==> src/hdl/serial_eeprom_defines.vh <==
`ifndef SERIAL_EEPROM_DEFINES_VH
`define SERIAL_EEPROM_DEFINES_VH

// ****************************************
// Opcodes
// ****************************************
`define OPC_SET_WRITE_LATCH   8'h06
`define OPC_CLEAR_WRITE_LATCH 8'h04
`define OPC_STATUS_READ       8'h05
`define OPC_STATUS_WRITE      8'h01
`define OPC_MEM_READ          8'h03
`define OPC_MEM_WRITE         8'h02

// ****************************************
// Status byte layout
// ****************************************
`define ST_LOCK_POS   7
`define ST_GUARD_HI   3
`define ST_GUARD_LO   2
`define ST_LATCH_POS  1
`define ST_BUSY_POS   0

// ****************************************
// Reset values of nonvolatile bits
// ****************************************
`define RST_LOCK      1'b0
`define RST_GUARD     2'h0

// ****************************************
// Clock counts within a selection
// ****************************************
`define CNT_OPC_END   6'h08
`define CNT_STAT_END  6'h10
`define CNT_ADDR_END  6'h18
`define CNT_DATA_END  6'h20
`define CNT_STAT_WRAP 6'h09
`define CNT_DATA_WRAP 6'h19
`define CNT_SAT       6'h3F

// ****************************************
// Guarded array regions
// ****************************************
`define PROT_QUARTER_BASE 14'h3000
`define PROT_HALF_BASE    14'h2000

`endif

==> src/hdl/bit_sync.v <==
`timescale 1ns/1ns

// ****************************************
// Two-stage synchroniser
// ****************************************
module bit_sync #(
    parameter WIDTH = 6
) (
    input  wire             clk,
    input  wire [WIDTH-1:0] din,
    output reg  [WIDTH-1:0] dout
);
    reg [WIDTH-1:0] meta;

    // No reset: stage one must feed stage two only
    always @(posedge clk) begin
        meta <= din;
        dout <= meta;
    end
endmodule

==> src/hdl/sck_pause_gate.v <==
`timescale 1ns/1ns

// ****************************************
// Serial clock edges and pause tracking
// ****************************************
module sck_pause_gate (
    input  wire clk,
    input  wire reset,
    input  wire sck_s,
    input  wire hold_n_s,
    output wire rise,
    output wire fall,
    output reg  paused
);
    reg sck_d;

    // Pause follows hold only while the clock is low
    always @(posedge clk) begin
        if (reset) begin
            sck_d  <= 1'b0;
            paused <= 1'b0;
        end else begin
            sck_d <= sck_s;
            if (!sck_s) begin
                paused <= ~hold_n_s; // RL26
            end
        end
    end

    // Edges are dropped while paused
    assign rise = sck_s & ~sck_d & ~paused; // RL23
    assign fall = ~sck_s & sck_d & ~paused; // RL23
endmodule

==> src/hdl/serial_eeprom_cmd_status.v <==
`timescale 1ns/1ns
`include "serial_eeprom_defines.vh"

// Function
// RL1 - Chip select high: deselected, output off
// RL2 - Sample input on serial clock rise
// RL3 - Update output on serial clock fall
// RL4 - Opcode is first byte, MSB first
// RL5 - Unknown opcode ignored until deselect
// RL6 - Latch and status opcodes; status byte 9-16
// RL7 - Memory opcodes, address 9-24, data 25-32
// RL8 - Memory read continues at next address
// RL9 - Status byte bit layout, b6-b4 zero
// RL10 - Lock bit plus protect low: hardware lock
// RL11 - Guard bits protect regions, writable unless locked
// RL12 - Latch set only by set command
// RL13 - No latch: writes rejected
// RL14 - Latch cleared by reset, droop, clear, completion
// RL15 - Busy flag shows internal write
// RL16 - Set latch needs exactly 8 clocks
// RL17 - Clear latch needs exactly 8 clocks
// RL18 - Status read always; nonvolatile bits snapshotted
// RL19 - Status read repeats while clocked
// RL20 - Status write changes lock and guards only
// RL21 - Status write needs exactly 16 clocks
// RL22 - New status values apply on completion
// RL23 - Pause: output off, clock ignored
// RL24 - Guard bit region map
// RL25 - Write address wraps within 64-byte page
// RL26 - Pause changes only while clock low
// RL27 - Deselect clears counter and decoder
module serial_eeprom_cmd_status (
    input  wire        clk,
    input  wire        reset,
    input  wire        cs_n,
    input  wire        sck,
    input  wire        si,
    input  wire        hold_n,
    input  wire        wp_n,
    input  wire        supply_droop,
    input  wire [7:0]  mem_rd_data,
    input  wire        nv_write_done,
    output reg         so,
    output wire        so_oe,
    output reg         write_busy_flag,
    output reg         hardware_lock_mode,
    output reg  [13:0] mem_addr,
    output reg         mem_rd_req,
    output reg         mem_wr_strobe,
    output reg  [7:0]  mem_wr_data,
    output reg         nv_write_start
);
    // ****************************************
    // States
    // ****************************************
    localparam ST_OPC    = 3'h0;
    localparam ST_LATCH  = 3'h1;
    localparam ST_SREAD  = 3'h2;
    localparam ST_SWRITE = 3'h3;
    localparam ST_MREAD  = 3'h4;
    localparam ST_MWRITE = 3'h5;
    localparam ST_IGNORE = 3'h6;

    // ****************************************
    // Functions
    // ****************************************
    function guarded;
        input [13:0] a;
        input [1:0]  g;
        begin
            case (g)
                2'h0:    guarded = 1'b0;
                2'h1:    guarded = (a >= `PROT_QUARTER_BASE);
                2'h2:    guarded = (a >= `PROT_HALF_BASE);
                default: guarded = 1'b1;
            endcase
        end
    endfunction

    function [7:0] status_byte;
        input       lock;
        input [1:0] g;
        input       latch;
        input       busy;
        begin
            status_byte                = 8'h00; // RL9
            status_byte[`ST_LOCK_POS]  = lock;
            status_byte[`ST_GUARD_HI]  = g[1];
            status_byte[`ST_GUARD_LO]  = g[0];
            status_byte[`ST_LATCH_POS] = latch;
            status_byte[`ST_BUSY_POS]  = busy;
        end
    endfunction

    // ****************************************
    // Pin synchronisers and edges
    // ****************************************
    wire [5:0] pins_s;
    wire       cs_s;
    wire       sck_s;
    wire       si_s;
    wire       hold_n_s;
    wire       wp_s;
    wire       droop_s;
    wire       rise;
    wire       fall;
    wire       paused;

    bit_sync #(
        .WIDTH (6)
    ) u_sync (
        .clk  (clk),
        .din  ({supply_droop, wp_n, hold_n, si, sck, cs_n}),
        .dout (pins_s)
    );

    assign cs_s     = pins_s[0];
    assign sck_s    = pins_s[1];
    assign si_s     = pins_s[2];
    assign hold_n_s = pins_s[3];
    assign wp_s     = pins_s[4];
    assign droop_s  = pins_s[5];

    sck_pause_gate u_gate (
        .clk      (clk),
        .reset    (reset),
        .sck_s    (sck_s),
        .hold_n_s (hold_n_s),
        .rise     (rise),
        .fall     (fall),
        .paused   (paused)
    );

    // ****************************************
    // State
    // ****************************************
    reg  [2:0]  state;
    reg  [5:0]  cnt;
    reg  [7:0]  in_sh;
    reg  [15:0] addr_sh;
    reg  [7:0]  out_sh;
    reg         out_valid;
    reg         cs_d;
    reg         latch_set_cmd;
    reg  [7:0]  stat_data;
    reg         byte_seen;
    reg         lock_bit;
    reg  [1:0]  guard_bits;
    reg         write_latch_bit;
    reg         nv_pending;
    reg         pend_lock;
    reg  [1:0]  pend_guard;
    reg         snap_lock;
    reg  [1:0]  snap_guard;
    wire [7:0]  in_byte;
    wire [13:0] in_addr;
    wire        cs_rise;
    wire        hw_lock;

    assign in_byte = {in_sh[6:0], si_s};
    assign in_addr = {addr_sh[12:0], si_s};
    assign cs_rise = cs_s & ~cs_d;
    assign hw_lock = lock_bit & ~wp_s; // RL10

    // Output enabled only when selected, unpaused and sending
    assign so_oe = ~cs_s & ~paused & out_valid
                 & ((state == ST_SREAD) | (state == ST_MREAD)); // RL1 RL23

    // ****************************************
    // Command engine
    // ****************************************
    always @(posedge clk) begin
        if (reset) begin
            state              <= ST_OPC;
            cnt                <= 6'h00;
            in_sh              <= 8'h00;
            addr_sh            <= 16'h0000;
            out_sh             <= 8'h00;
            out_valid          <= 1'b0;
            cs_d               <= 1'b1;
            latch_set_cmd      <= 1'b0;
            stat_data          <= 8'h00;
            byte_seen          <= 1'b0;
            lock_bit           <= `RST_LOCK;
            guard_bits         <= `RST_GUARD;
            write_latch_bit    <= 1'b0; // RL14
            nv_pending         <= 1'b0;
            pend_lock          <= `RST_LOCK;
            pend_guard         <= `RST_GUARD;
            snap_lock          <= `RST_LOCK;
            snap_guard         <= `RST_GUARD;
            so                 <= 1'b0;
            write_busy_flag    <= 1'b0;
            hardware_lock_mode <= 1'b0;
            mem_addr           <= 14'h0000;
            mem_rd_req         <= 1'b0;
            mem_wr_strobe      <= 1'b0;
            mem_wr_data        <= 8'h00;
            nv_write_start     <= 1'b0;
        end else begin
            cs_d               <= cs_s;
            hardware_lock_mode <= hw_lock;
            mem_rd_req         <= 1'b0;
            mem_wr_strobe      <= 1'b0;
            nv_write_start     <= 1'b0;
            so                 <= out_sh[7];

            // Completion first, so a latch set in the same cycle wins
            if (nv_write_done && write_busy_flag) begin
                write_busy_flag <= 1'b0; // RL15
                write_latch_bit <= 1'b0; // RL14
                nv_pending      <= 1'b0;
                if (nv_pending) begin
                    lock_bit   <= pend_lock; // RL22
                    guard_bits <= pend_guard;
                end
            end

            if (cs_s) begin
                state     <= ST_OPC; // RL27
                cnt       <= 6'h00;
                out_valid <= 1'b0;
                byte_seen <= 1'b0;
                if (cs_rise) begin
                    case (state)
                        ST_LATCH: begin
                            if (cnt == `CNT_OPC_END) begin
                                write_latch_bit <= latch_set_cmd; // RL12 RL16 RL17
                            end
                        end
                        ST_SWRITE: begin
                            if (cnt == `CNT_STAT_END) begin // RL21
                                nv_pending      <= 1'b1;
                                pend_lock       <= stat_data[`ST_LOCK_POS]; // RL20
                                pend_guard      <= {stat_data[`ST_GUARD_HI],
                                                    stat_data[`ST_GUARD_LO]};
                                write_busy_flag <= 1'b1; // RL15
                                nv_write_start  <= 1'b1;
                            end
                        end
                        ST_MWRITE: begin
                            if (cnt == `CNT_DATA_END && byte_seen) begin
                                write_busy_flag <= 1'b1; // RL15
                                nv_write_start  <= 1'b1;
                            end
                        end
                        default: begin
                        end
                    endcase
                end
            end else begin
                if (rise) begin
                    in_sh <= in_byte; // RL2
                    if (cnt >= `CNT_OPC_END && cnt < `CNT_ADDR_END) begin
                        addr_sh <= {addr_sh[14:0], si_s};
                    end
                    // Wrap keeps byte boundaries visible in long transfers
                    if (state == ST_SREAD && cnt == `CNT_STAT_END) begin
                        cnt <= `CNT_STAT_WRAP;
                    end else if ((state == ST_MREAD || state == ST_MWRITE)
                                 && cnt == `CNT_DATA_END) begin
                        cnt <= `CNT_DATA_WRAP;
                    end else if (cnt != `CNT_SAT) begin
                        cnt <= cnt + 6'h01;
                    end
                    if (cnt == `CNT_OPC_END - 6'h01 && state == ST_OPC) begin
                        latch_set_cmd <= (in_byte == `OPC_SET_WRITE_LATCH);
                        snap_lock     <= lock_bit; // RL18
                        snap_guard    <= guard_bits;
                        case (in_byte) // RL4 RL6 RL7
                            `OPC_SET_WRITE_LATCH:   state <= ST_LATCH;
                            `OPC_CLEAR_WRITE_LATCH: state <= ST_LATCH;
                            `OPC_STATUS_READ:       state <= ST_SREAD; // RL18
                            `OPC_STATUS_WRITE:
                                state <= (write_latch_bit && !write_busy_flag && !hw_lock)
                                         ? ST_SWRITE : ST_IGNORE; // RL10 RL13
                            `OPC_MEM_READ:
                                state <= write_busy_flag ? ST_IGNORE : ST_MREAD;
                            `OPC_MEM_WRITE:
                                state <= (write_latch_bit && !write_busy_flag)
                                         ? ST_MWRITE : ST_IGNORE; // RL13
                            default:                state <= ST_IGNORE; // RL5
                        endcase
                    end
                    if (cnt == `CNT_STAT_END - 6'h01 && state == ST_SWRITE) begin
                        stat_data <= in_byte;
                    end
                    if (cnt == `CNT_ADDR_END - 6'h01) begin
                        // Top two address bits are dropped
                        mem_addr <= in_addr; // RL7
                        if (state == ST_MREAD) begin
                            mem_rd_req <= 1'b1;
                        end
                        if (state == ST_MWRITE && guarded(in_addr, guard_bits)) begin
                            state <= ST_IGNORE; // RL11 RL24
                        end
                    end
                    if (cnt == `CNT_DATA_END - 6'h01 && state == ST_MWRITE) begin
                        mem_wr_strobe <= 1'b1;
                        mem_wr_data   <= in_byte;
                        byte_seen     <= 1'b1;
                    end
                end
                if (fall) begin
                    if (state == ST_SREAD
                        && (cnt == `CNT_OPC_END || cnt == `CNT_STAT_END)) begin
                        out_sh    <= status_byte(snap_lock, snap_guard,
                                                 write_latch_bit,
                                                 write_busy_flag); // RL19 RL18
                        out_valid <= 1'b1;
                    end else if (state == ST_MREAD
                                 && (cnt == `CNT_ADDR_END || cnt == `CNT_DATA_END)) begin
                        // Next byte fetched a whole byte time ahead
                        out_sh     <= mem_rd_data;
                        out_valid  <= 1'b1;
                        mem_addr   <= mem_addr + 14'h0001; // RL8
                        mem_rd_req <= 1'b1;
                    end else begin
                        out_sh <= {out_sh[6:0], 1'b0}; // RL3
                    end
                    if (state == ST_MWRITE && cnt == `CNT_DATA_END) begin
                        mem_addr[5:0] <= mem_addr[5:0] + 6'h01; // RL25
                    end
                end
            end

            // Droop wins over any latch set in the same cycle
            if (droop_s) begin
                write_latch_bit <= 1'b0; // RL14
            end
        end
    end
endmodule

==> config.mk <==
export PLATFORM = sky130hd
export DESIGN_NAME = serial_eeprom_cmd_status
export DESIGN_NICKNAME = d
export VERILOG_FILES = /design/src/hdl/bit_sync.v /design/src/hdl/sck_pause_gate.v /design/src/hdl/serial_eeprom_cmd_status.v
export VERILOG_INCLUDE_DIRS = /design/src /design/src/hdl
export SDC_FILE = /design/constraint.sdc
export NUM_CORES = 1
export LEC_CHECK = 0
export BUFFER_PORTS_ARGS = -buffer_cell sky130_fd_sc_hd__buf_2
export CAP_MARGIN = 0
export CORE_MARGIN = 1
export CORE_UTILIZATION = 52
export CTS_CLUSTER_SIZE = 40
export DETAILED_ROUTE_END_ITERATION = 16
export PLACE_DENSITY_LB_ADDON = 0.3
export SYNTH_ARGS = -nofsm -noshare
export SYNTH_HDL_FRONTEND = slang
export SYNTH_SLANG_ARGS = --single-unit
export TNS_END_PERCENT = 1
==> constraint.sdc <==
create_clock -name clk -period 5 [get_ports clk]
set_input_delay 0.75 -clock clk [delete_from_list [all_inputs] [get_ports clk]]
set_output_delay 0.75 -clock clk [all_outputs]
set_load 0.01 [all_outputs]
**After elaboration in Yosys (flattened, before gate mapping)**

Cells that the tools add are included.

- Logic and storage cells: 168
- Output and inout bits: 29
- Flip-flop bits (word level): 102

- Add/sub/neg operators: 3
- Equality and inequality tests: 22
- Bitwise operators: 19
- $lt $le $gt $ge: 4
- Reductions and logical operators: 39
- Muxes and demuxes: 51

Operators by type and width:

| operator | count |
|---|---|
| 2-to-1 mux 14 bit | 5 |
| 2-to-1 mux 1 bit | 30 |
| >= comparator 14 bit (second input constant) | 2 |
| == test 6 x 5 -> 1 bit (second input constant) | 4 |
| == test 8 x 3 -> 1 bit (second input constant) | 3 |
| 2-to-1 mux 6 bit | 4 |
| == test 8 x 2 -> 1 bit (second input constant) | 2 |
| 2-to-1 mux 8 bit | 2 |
| one-hot mux 3 bit (5 select lines) | 1 |
| adder 14 x 1 -> 14 bit (second input constant) | 1 |
| logical AND 1 bit | 14 |
| adder 6 x 1 -> 6 bit (second input constant) | 2 |
| == test 6 x 4 -> 1 bit (second input constant) | 2 |
| 2-to-1 mux 3 bit | 4 |
| AND reduction 2 bit | 6 |
| AND reduction 3 bit | 4 |
| AND 1 bit | 9 |
| NOT 1 bit | 9 |
| == test 8 x 1 -> 1 bit (second input constant) | 1 |
| == test 3 x 2 -> 1 bit (second input constant) | 2 |
| == test 3 bit (second input constant) | 2 |
| == test 6 x 3 -> 1 bit (second input constant) | 1 |
| == test 6 bit (second input constant) | 1 |
| >= comparator 6 x 4 -> 1 bit (second input constant) | 1 |
| 18 further kinds | 26 |

**Logic depth before layout (Yosys ltp)**

Gate-level depths: netlist (run 1).

- Word-level depth: 9
- Mapped depth: 7

**Cells and area by module**

Synthesis (run 1) repeated with hierarchy kept, for this count alone.

- Cells, all modules: 466
- Area total of the unflattened synthesis: 4,226.6 µm²

Modules (own cells, without submodules):

| module | area an instance (µm²) | cells each | seq. area each (µm²) | times used |
|---|---|---|---|---|
| serial_eeprom_cmd_status | 3,895.0 | 446 | 1,661.6 | 1 |
| bit_sync | 240.2 | 12 | 240.2 | 1 |
| sck_pause_gate | 91.3 | 8 | 40.0 | 1 |

**Least setup slack after synthesis (run 1)**

OpenSTA, ideal clock, no wires.

- Path kind: reg-to-reg
- Start point: register cnt[5]
- End point: register latch_set_cmd
- Stages on the path, launching flop included: 7
- Required time: 4.872 ns
- Path buffers: 1
- Path slack: 3.014 ns
- Data arrival time: 1.859 ns
- Path through: dfxtp_1 > buf_6 > or4_4 > or4_4 > nor2_8 > mux2i_1 > nor2_1

- Longest elaborated chain between the ends: 3

RTL lines:

| item | line | source |
|---|---|---|
| from (decl) | serial_eeprom_cmd_status.v:138 | `reg [5:0] cnt;` |
| from (signal assigned) | serial_eeprom_cmd_status.v:259 | `` cnt <= `CNT_STAT_WRAP; `` |
| from (signal assigned) | serial_eeprom_cmd_status.v:262 | `` cnt <= `CNT_DATA_WRAP; `` |
| from (signal assigned) | serial_eeprom_cmd_status.v:264 | `cnt <= cnt + 6'h01;` |
| == test 6 x 3 -> 1 bit | serial_eeprom_cmd_status.v:266 | `` if (cnt == `CNT_OPC_END - 6'h01 && state == ST_OPC) begin `` |
| logical AND 1 bit | serial_eeprom_cmd_status.v:266 |  |
| AND reduction 3 bit (no line) | -- |  |
| to (signal assigned) | serial_eeprom_cmd_status.v:267 | `` latch_set_cmd <= (in_byte == `OPC_SET_WRITE_LATCH); `` |
| to (decl) | serial_eeprom_cmd_status.v:144 | `reg latch_set_cmd;` |

Every way passes these cells.
A chain may end at the register's enable or synchronous reset.

**Worst setup path after layout (run 1)**

- Start point: register u_sync.dout[0]
- End point: register addr_sh[8]

- Longest elaborated chain between the ends: 2

RTL lines:

| item | line | source |
|---|---|---|
| from (decl) | bit_sync.v:11 | `output reg [WIDTH-1:0] dout` |
| from (signal assigned) | bit_sync.v:18 | `dout <= meta;` |
| NOT 1 bit (no line) | -- |  |
| AND reduction 3 bit (no line) | -- |  |
| to (signal assigned) | serial_eeprom_cmd_status.v:255 | `addr_sh <= {addr_sh[14:0], si_s};` |
| to (decl) | serial_eeprom_cmd_status.v:140 | `reg [15:0] addr_sh;` |

Every way passes these cells.

==> reports/results.ini, run 1 <==
[yosys]
synthMuxAreaShare=0.0762
synth_fa_ha_area_frac=0.00885
ys_ff_latch=97
synth-edff-count=0
synth_area_per_cell_um2=8.98
yosysWarnings=0
synth_simple_gate_area_share=0.247
synth_top_family_by_area=simple AND/OR/NAND/NOR gates
synth_xor_area_frac=0.00826
netlist-cell-type-count=64
netlist_instances=472
synth_nets=492
synth-compound-area-share=0.169
async_flop_share=0
synth_ff_type=dfxtp_1
syn_area_um2=4240
ys_seq_area_frac=0.458

[layout]
drive_gt1_frac=0.154
final_nets=528
area_growth_pct=10.9
final_area_um2=4700
n_fill_cell=699
antenna_cells=0
fin_util=0.602

[route]
vias=3667
drt_iter0_drc=160
wl_mm=9.82
first_pass_iters=5
vias_per_cell=5.96
ant_nets=0
post-route-drc-count=0
post_drt_wl_per_cell_um=16.0

[flow_run]
max-cap-violations=0

[die]
die_w_um=92.3
fp.coreArea_um2=7810
start_util=0.543
die_area_um2=8520
core.rowCount=32
ioPinCount=46
die_h_um=92.3

[clock_tree]
cts_resized=0
cts_max_path_buffers=2
numCtsBuffers=9
cts_tree=yes
htreeDepth=3
clock_sinks=97
root_buffer=clkbuf_8
clk_latency_ns=0.36
ctsHoldBuffers=0
cts_setup_buffers=0
clkTransAtPathRegs_ns=0.10

[worst_setup_path]
setup.worst_path.start_class=flip-flop
reg2reg_slack_ns=2.21
critPathKind=reg2reg
crit_path_cell_trace=nor2_1, nand3b_1, nor3_2, mux2i_1, nor2_1
crit_buf_inv=0
cp.required_ns=5.24
arrival_ns=3.03
r2r_start=u_sync.dout[0]$_DFF_P_
cpPeakStageDelay_ns=1.09
crit_fanout=23
reg2reg_to=addr_sh[8]$_SDFFE_PP0P_
critPathTopFamily=simple AND/OR/NAND/NOR gates
slowest_stage=nor3_2
reg2regPathDepth=5
end_kind=flip-flop
crit_path_frequent_cell=nor2_1

[placement]
portBuffers=45
gp_congestion=0.880
place_area_um2=4500
hpwl_mm=6.99

[min_path]
hold_start=u_sync.meta[2]$_DFF_P_
whs_path_depth=0
hold_path_end=u_sync.dout[2]$_DFF_P_
holdCritPathClass=reg2reg

[sta]
worst_slew_pin_slew_ns=1.28
fin_setup_tns_ns=0
maxSlewViolCount=0
grt_setup_unrepaired=false
final.min_clock_period_ns=2.79
max_slew_margin=0.145
clock.fmax_mhz=358
whs_ns=0.331
hold_violations=0
fin_crit_sh=0.558
setup_viol=0
skew_ns=0.0135

[grt]
grt_max_degree=34
track_usage=0.239
grt_pass1_vias=3327
grt_overflow=0
antenna_found_initial=0
grt_pass1_wl_mm=16.0

[outcome]
outcome=finished, final reports clean

[power]
leakage_nw=1.72
power.density_nw_per_um2=288
power_mw=1.35
ir_worst_vdd_mv=0.272

worst max path at each step:
stage / endpoint / slack [ns] / start / depth (start not counted)
2_1_floorplan: latch_set_cmd$_SDFFE_PP0P_ / 3.01 / cnt[5]$_SDFFE_PP0P_ / 6
3_3_place_gp: addr_sh[8]$_SDFFE_PP0P_ / 2.37 / u_sync.dout[0]$_DFF_P_ / 5
3_5_place_dp: addr_sh[8]$_SDFFE_PP0P_ / 2.26 / u_sync.dout[0]$_DFF_P_ / 5
4_1_cts: addr_sh[8]$_SDFFE_PP0P_ / 2.26 / u_sync.dout[0]$_DFF_P_ / 5
5_1_grt: addr_sh[8]$_SDFFE_PP0P_ / 2.00 / u_sync.dout[0]$_DFF_P_ / 5
6_report: addr_sh[8]$_SDFFE_PP0P_ / 2.21 / u_sync.dout[0]$_DFF_P_ / 5
worst register-to-register path, stage by stage (launching register included):
cell and delay [ns]:
dfxtp_1 0.62, nor2_1 0.30, nand3b_1 0.31, nor3_2 1.09
mux2i_1 0.30, nor2_1 0.06
flip-flops by register name, indices dropped and copies added (netlist names), 2 cells and up:
| register | cells |
|---|---|
| u_sync.dout | 6 |
| mem_wr_data | 8 |
| mem_addr | 14 |
| guard_bits | 2 |
| u_sync.meta | 6 |
| addr_sh | 13 |
| cnt | 6 |
| pend_guard | 2 |
| stat_data | 3 |
| snap_guard | 2 |
| out_sh | 8 |
| in_sh | 7 |
| state | 3 |
cell usage after synthesis, types with 4 or more instances:
| cell type | number | area share |
|---|---|---|
| nand3b_1 | 5 | 0.0089 |
| dfxtp_1 | 97 | 0.46 |
| clkbuf_1 | 10 | 0.0089 |
| a221oi_1 | 6 | 0.012 |
| buf_2 | 6 | 0.0071 |
| inv_1 | 8 | 0.0071 |
| or3_1 | 7 | 0.010 |
| nand2b_1 | 7 | 0.010 |
| nand2_1 | 54 | 0.048 |
| a211oi_1 | 9 | 0.016 |
| mux2i_1 | 30 | 0.071 |
| nor4_1 | 5 | 0.0074 |
| and3_1 | 6 | 0.0089 |
| nor2b_1 | 6 | 0.0089 |
| nand4_1 | 4 | 0.0059 |
| nor2_1 | 52 | 0.046 |
| and2_1 | 4 | 0.0059 |
| nand3_1 | 14 | 0.017 |
| nor3_1 | 14 | 0.017 |
| a311oi_1 | 4 | 0.0083 |
| o21ai_0 | 17 | 0.020 |
| a21oi_1 | 33 | 0.039 |
area by class of cell:
cell class,count,area [um^2],share of cell area
repair buffers,46,233,0.0495
flip-flops and latches,97,1940,0.413
well taps,102,128,0.0271
multi-input cells,344,2160,0.459
clock buffers,11,141,0.0301
inverters,10,37.5,0.00799
clock inverters,5,61.3,0.0130
metal layers:
| layer | vias up | track usage | wire (um) |
|---|---|---|---|
| met1 | 1717 | 0.307 | 4320 |
| met4 | 0 | 0.121 | 293 |
| met2 | 138 | 0.394 | 4680 |
| met5 | - | 0 | 0 |
| met3 | 31 | 0.0337 | 527 |
| li1 | 1781 | - | - |
cells by family (layout without fill, tap and decap cells):
kind of cell | after synthesis | count (layout)
flip-flops | 97 | 97
buffers and inverters | 31 | 72
XOR/XNOR | 4 | 4
AND/OR/NAND/NOR | 202 | 202
AO/OA/AOI/OAI | 103 | 103
multiplexers | 32 | 32
adder cells (fa/ha/maj) | 3 | 3
metrics by stage:
stage,instances,worst slack [ns]
2_1_floorplan,472,3.01
5_1_grt,615,2.00
3_3_place_gp,599,2.37
4_1_cts,615,2.26
6_report,615,2.21
3_5_place_dp,599,2.26
placed cells by master, fill, tap and decap left out, types with 3 or more instances in the layout:
cell / count
nand2_1: 54
xor2_1: 3
ha_1: 3
clkbuf_8: 10
and4_1: 3
o21ai_0: 17
o221a_2: 3
mux2i_1: 30
or4_1: 3
o22ai_1: 3
or3_1: 7
a21oi_1: 33
nand2b_1: 7
nor3_1: 14
o211ai_1: 3
a211oi_1: 9
nand3_1: 14
dfxtp_1: 97
or4_4: 3
inv_1: 8
a221oi_1: 6
buf_2: 45
nand4_1: 4
a21o_1: 3
and3_1: 6
nor2b_1: 6
a311oi_1: 4
and2_1: 4
a31oi_1: 3
nand3b_1: 5
nor2_1: 52
nor4_1: 5
o22a_1: 3
report_power, final:
part | switching, mW | total, mW | internal (mW) | leakage (nW)
sequential | 0.00999 | 0.791 | 0.781 | 0.787
combinational | 0.0267 | 0.0419 | 0.0152 | 0.833
clock | 0.271 | 0.520 | 0.249 | 0.104
Power figures use the tool's default switching activity.
==> inputs of run 2 (changes only) <==
- clock period: 5 -> 2.8 ns (I/O delays scaled with it)
==> reports/results.ini, run 2 (synthesized netlist as in run 1, its figures left out) <==
[sta]
fin_setup_tns_ns=0
final.min_clock_period_ns=2.34
worst_slew_pin_slew_ns=1.13
maxSlewViolCount=0
fin_crit_sh=0.835
max_slew_margin=0.233
setup_viol=0
grt_setup_unrepaired=false
hold_violations=0
skew_ns=0.0153
clock.fmax_mhz=427
timing.final.ws_setup_ns=0.461

[layout]
n_fill_cell=696
final_area_um2=4760
regArea_um2=1940
antenna_cells=0
multiInputGateArea_um2=2160
final_cell_mix=dfxtp_1, nand2_1, nor2_1, buf_2, a21oi_1
final_common_cell=dfxtp_1
final_cell_count_no_fill=623
largestRegisters=mem_addr (14), addr_sh (13)
regMostFlops=mem_addr
final_nets=536
largest_reg_flops=14
drive_gt1_frac=0.169
area_growth_pct=12.2

[route]
first_pass_iters=5
post_drt_wl_per_cell_um=15.7
vias_per_cell=5.86
wl_mm=9.78
vias=3649
ant_nets=0
drt_iter0_drc=199
post-route-drc-count=0

[power]
power.density_nw_per_um2=503
swShare=0.251
clockPowerShare=0.376
seqPwrFrac=0.590
ir_worst_vdd_mv=0.401
p_int_mw=1.79
p_sw_mw=0.600
leakage_nw=1.76
combPwrFrac=0.034

[worst_setup_path]
crit_path_cell_trace=nor2_1, nor4bb_1, buf_2
slowest_stage=dfxtp_1
critPathKind=reg2out
cp.required_ns=2.38
end_kind=output pin
crit_fanout=21
critPathTopFamily=simple AND/OR/NAND/NOR gates
arrival_ns=1.92
setup.worst_path.start_class=flip-flop
cpPeakStageDelay_ns=0.57
crit_buf_inv=1

[die]
die_area_um2=8520
start_util=0.543
core.rowCount=32
die_w_um=92.3
die_h_um=92.3
ioPinCount=46
fp.coreArea_um2=7810

[placement]
dp.cells=607
gp_congestion=0.927
portBuffers=45
hpwl_mm=7.02
place_area_um2=4560
pre_cts_slack_ns=0.599

[outcome]
outcome=finished, final reports clean

[grt]
track_usage=0.241
grt_max_degree=33
grt_pass1_vias=3429
grt_pass1_wl_mm=16.3
antenna_found_initial=0
grt_overflow=0

[clock_tree]
numCtsBuffers=9
clk_latency_ns=0.37
root_buffer=clkbuf_8
clkTransAtPathRegs_ns=0.10
htreeDepth=3
cts_setup_buffers=0
cts_resized=0
cts_max_path_buffers=2
clock_sinks=97
ctsHoldBuffers=0
cts_tree=yes

[flow_run]
max-cap-violations=0

[min_path]
holdCritPathClass=in2reg

==> run 2: cell types whose count changed in the layout (fill, tap and decap cells not counted), sizes merged <==
cell / delta
buf: +8
bufinv: -1
clkbuf: -1
clkinvlp: +1
inv: +1
==> run 2: per-layer routing <==
layer	wire (um)	GRT usage	up-vias
met3	429	0.0435	18
met4	233	0.0911	0
met2	4510	0.390	111
met5	0	0	-
met1	4610	0.321	1723
li1	-	-	1797
==> run 2: power by group through the flow <==
stage               registers, mW  clock network, mW  logic, mW
floorplan                    1.43                  0     0.0578
global placement             1.44                  0     0.0795
detailed placement           1.44                  0     0.0804
CTS                          1.41              0.918     0.0808
global route                 1.41              0.973     0.0900
finish                       1.41              0.901     0.0815
==> run 2: path summary, 6_finish.rpt <==
check,endpoint,from,slack [ns],cells past startpoint
min reg2reg,u_sync.dout[3]$_DFF_P_,u_sync.meta[3]$_DFF_P_,0.33,0
min,u_sync.meta[4]$_DFF_P_,wp_n,0.14,1
max,so_oe,u_sync.dout[0]$_DFF_P_,0.46,3
max reg2reg,stat_data[3]$_SDFFE_PP0P_,u_sync.dout[0]$_DFF_P_,0.52,5
==> run 2: layout make-up <==
cell class                      instances  area share
Multi-Input combinational cell        344       0.454
Timing Repair Buffer                   54      0.0615
Tap cell                              102      0.0268
Inverter                               10     0.00789
Clock inverter                          6      0.0129
Clock buffer                           10      0.0289
Sequential cell                        97       0.408
==> run 2: stage by stage <==
stage,total power [mW],hold slack (ns),utilization
2_1_floorplan,1.49,0.310,-
3_3_place_gp,1.52,0.310,0.584
3_5_place_dp,1.52,0.314,0.584
4_1_cts,2.41,0.135,0.609
5_1_grt,2.48,0.122,0.609
6_report,2.39,0.142,0.609
==> inputs of run 3 (changes only) <==
- ABC_AREA: unset -> 1
- clock period: 2.8 -> 2.3 ns (I/O delays scaled with it)
==> reports/results.ini, run 3 <==
[clock_tree]
ctsHoldBuffers=0
clkTransAtPathRegs_ns=0.10
cts_setup_buffers=0
cts_resized=0
cts_max_path_buffers=2
root_buffer=clkbuf_8
clk_latency_ns=0.37
htreeDepth=3
clock_sinks=97
cts_tree=yes
numCtsBuffers=9

[yosys]
yosysTopAreaCell=dfxtp_1
netlist-cell-type-count=38
synth-edff-count=0
netlist_instances=652
synth_area_per_cell_um2=7.05
yosysTopAreaCellShare=0.423
synth_area_leaders=dfxtp_1, nand2_1, a21oi_1
synth_commonest_cells=nand2_1, dfxtp_1, nor2_1
ys_seq_area_frac=0.423
yosysMostFrequentCell=nand2_1
ys_ff_latch=97
yosysWarnings=0
syn_area_um2=4600
synth_nets=672
async_flop_share=0
synth_ff_type=dfxtp_1

[power]
power.density_nw_per_um2=581
ir_worst_vdd_mv=0.345
leakage_nw=2.22

[worst_setup_path]
cpPeakStageDelay_ns=0.42
critPathTopFamily=simple AND/OR/NAND/NOR gates
setup.worst_path.start_class=flip-flop
path_depth=5
arrival_ns=1.86
critPathKind=reg2out
crit_path_cell_trace=nand2_1, nor2_4, nor2_1, nor4_1, buf_2
slowest_stage=dfxtp_1
cp.required_ns=1.96
reg2regPathDepth=11
end_kind=output pin
crit_buf_inv=1
crit_fanout=10

[layout]
antenna_cells=0
fin_util=0.607
final_common_cell=nand2_1
regArea_um2=1940
regMostFlops=mem_addr
drive_gt1_frac=0.151
area_growth_pct=10.6
final_area_um2=5080
multiInputGateArea_um2=2270
final_cell_count_no_fill=808
largest_reg_flops=14
final_nets=718
n_fill_cell=794
largestRegisters=mem_addr (14), addr_sh (13)
final_cell_mix=nand2_1, dfxtp_1, nor2_1, inv_1

[sta]
fin_crit_sh=0.958
maxSlewViolCount=0
grt_setup_unrepaired=false
max_slew_margin=0.297
hold_violations=0
skew_ns=0.0109
clock.fmax_mhz=454
worst_slew_pin_slew_ns=1.05
final.min_clock_period_ns=2.20
fin_setup_tns_ns=0
setup_viol=0
timing.final.ws_setup_ns=0.0966

[die]
die_h_um=96.0
die_area_um2=9220
fp.coreArea_um2=8380
start_util=0.548
die_w_um=96.0
core.rowCount=33
ioPinCount=46

[grt]
grt_pass1_vias=4025
grt_max_degree=35
grt_pass1_wl_mm=18.1
grt_overflow=0
antenna_found_initial=0
track_usage=0.255

[route]
post-route-drc-count=0
first_pass_iters=5
vias=4368
ant_nets=0
drt_iter0_drc=251
vias_per_cell=5.41
wl_mm=10.7
post_drt_wl_per_cell_um=13.3

[placement]
hpwl_mm=7.85
place_area_um2=4900
pre_cts_slack_ns=0.440
portBuffers=45
gp_congestion=0.940
dp.cells=792

[flow_run]
max-cap-violations=0

[min_path]
holdCritPathClass=in2reg
whs_path_depth=1

[outcome]
outcome=finished, final reports clean

==> run 3: final timing paths <==
kind / startpoint / endpoint / slack (ns)
max reg2reg: cnt[0]$_SDFFE_PP0P_ / mem_addr[0]$_SDFFE_PP0N_ / 0.42
max: state[2]$_SDFFE_PP0N_ / so_oe / 0.1
min reg2reg: u_sync.meta[2]$_DFF_P_ / u_sync.dout[2]$_DFF_P_ / 0.34
min: wp_n / u_sync.meta[4]$_DFF_P_ / 0.06
==> run 3: power breakdown <==
group	internal, mW	switching, mW
Combinational	0.0494	0.103
Sequential	1.70	0.0248
Clock	0.417	0.654
Total	2.17	0.782
==> run 3: kinds of logic after synthesis <==
group,synth area share
XOR/XNOR,0.0133
AO/OA/AOI/OAI,0.129
AND/OR/NAND/NOR,0.345
adder cells (fa/ha/maj),0.00817
buffers and inverters,0.0825
flip-flops,0.423
==> run 3: final cells by class <==
cell class | instances | area share
Clock buffer | 9 | 0.0244
Clock inverter | 7 | 0.0116
Inverter | 76 | 0.0573
Multi-Input combinational cell | 464 | 0.447
Sequential cell | 97 | 0.382
Tap cell | 105 | 0.0258
Timing Repair Buffer | 50 | 0.0517
==> run 3: per-stage QoR <==
stage / hold WS [ns] / power [mW]
global route: 0.0503 / 3.07
global placement: 0.312 / 1.91
finish: 0.0649 / 2.95
detailed placement: 0.312 / 1.92
floorplan: 0.310 / 1.87
CTS: 0.0519 / 2.97
==> run 3: layer usage <==
metal,track usage,up-vias,routed length [um]
li1,-,2214,-
met1,0.317,1995,4780
met5,0,-,0
met4,0.0958,0,240
met3,0.0600,25,660
met2,0.427,134,5030
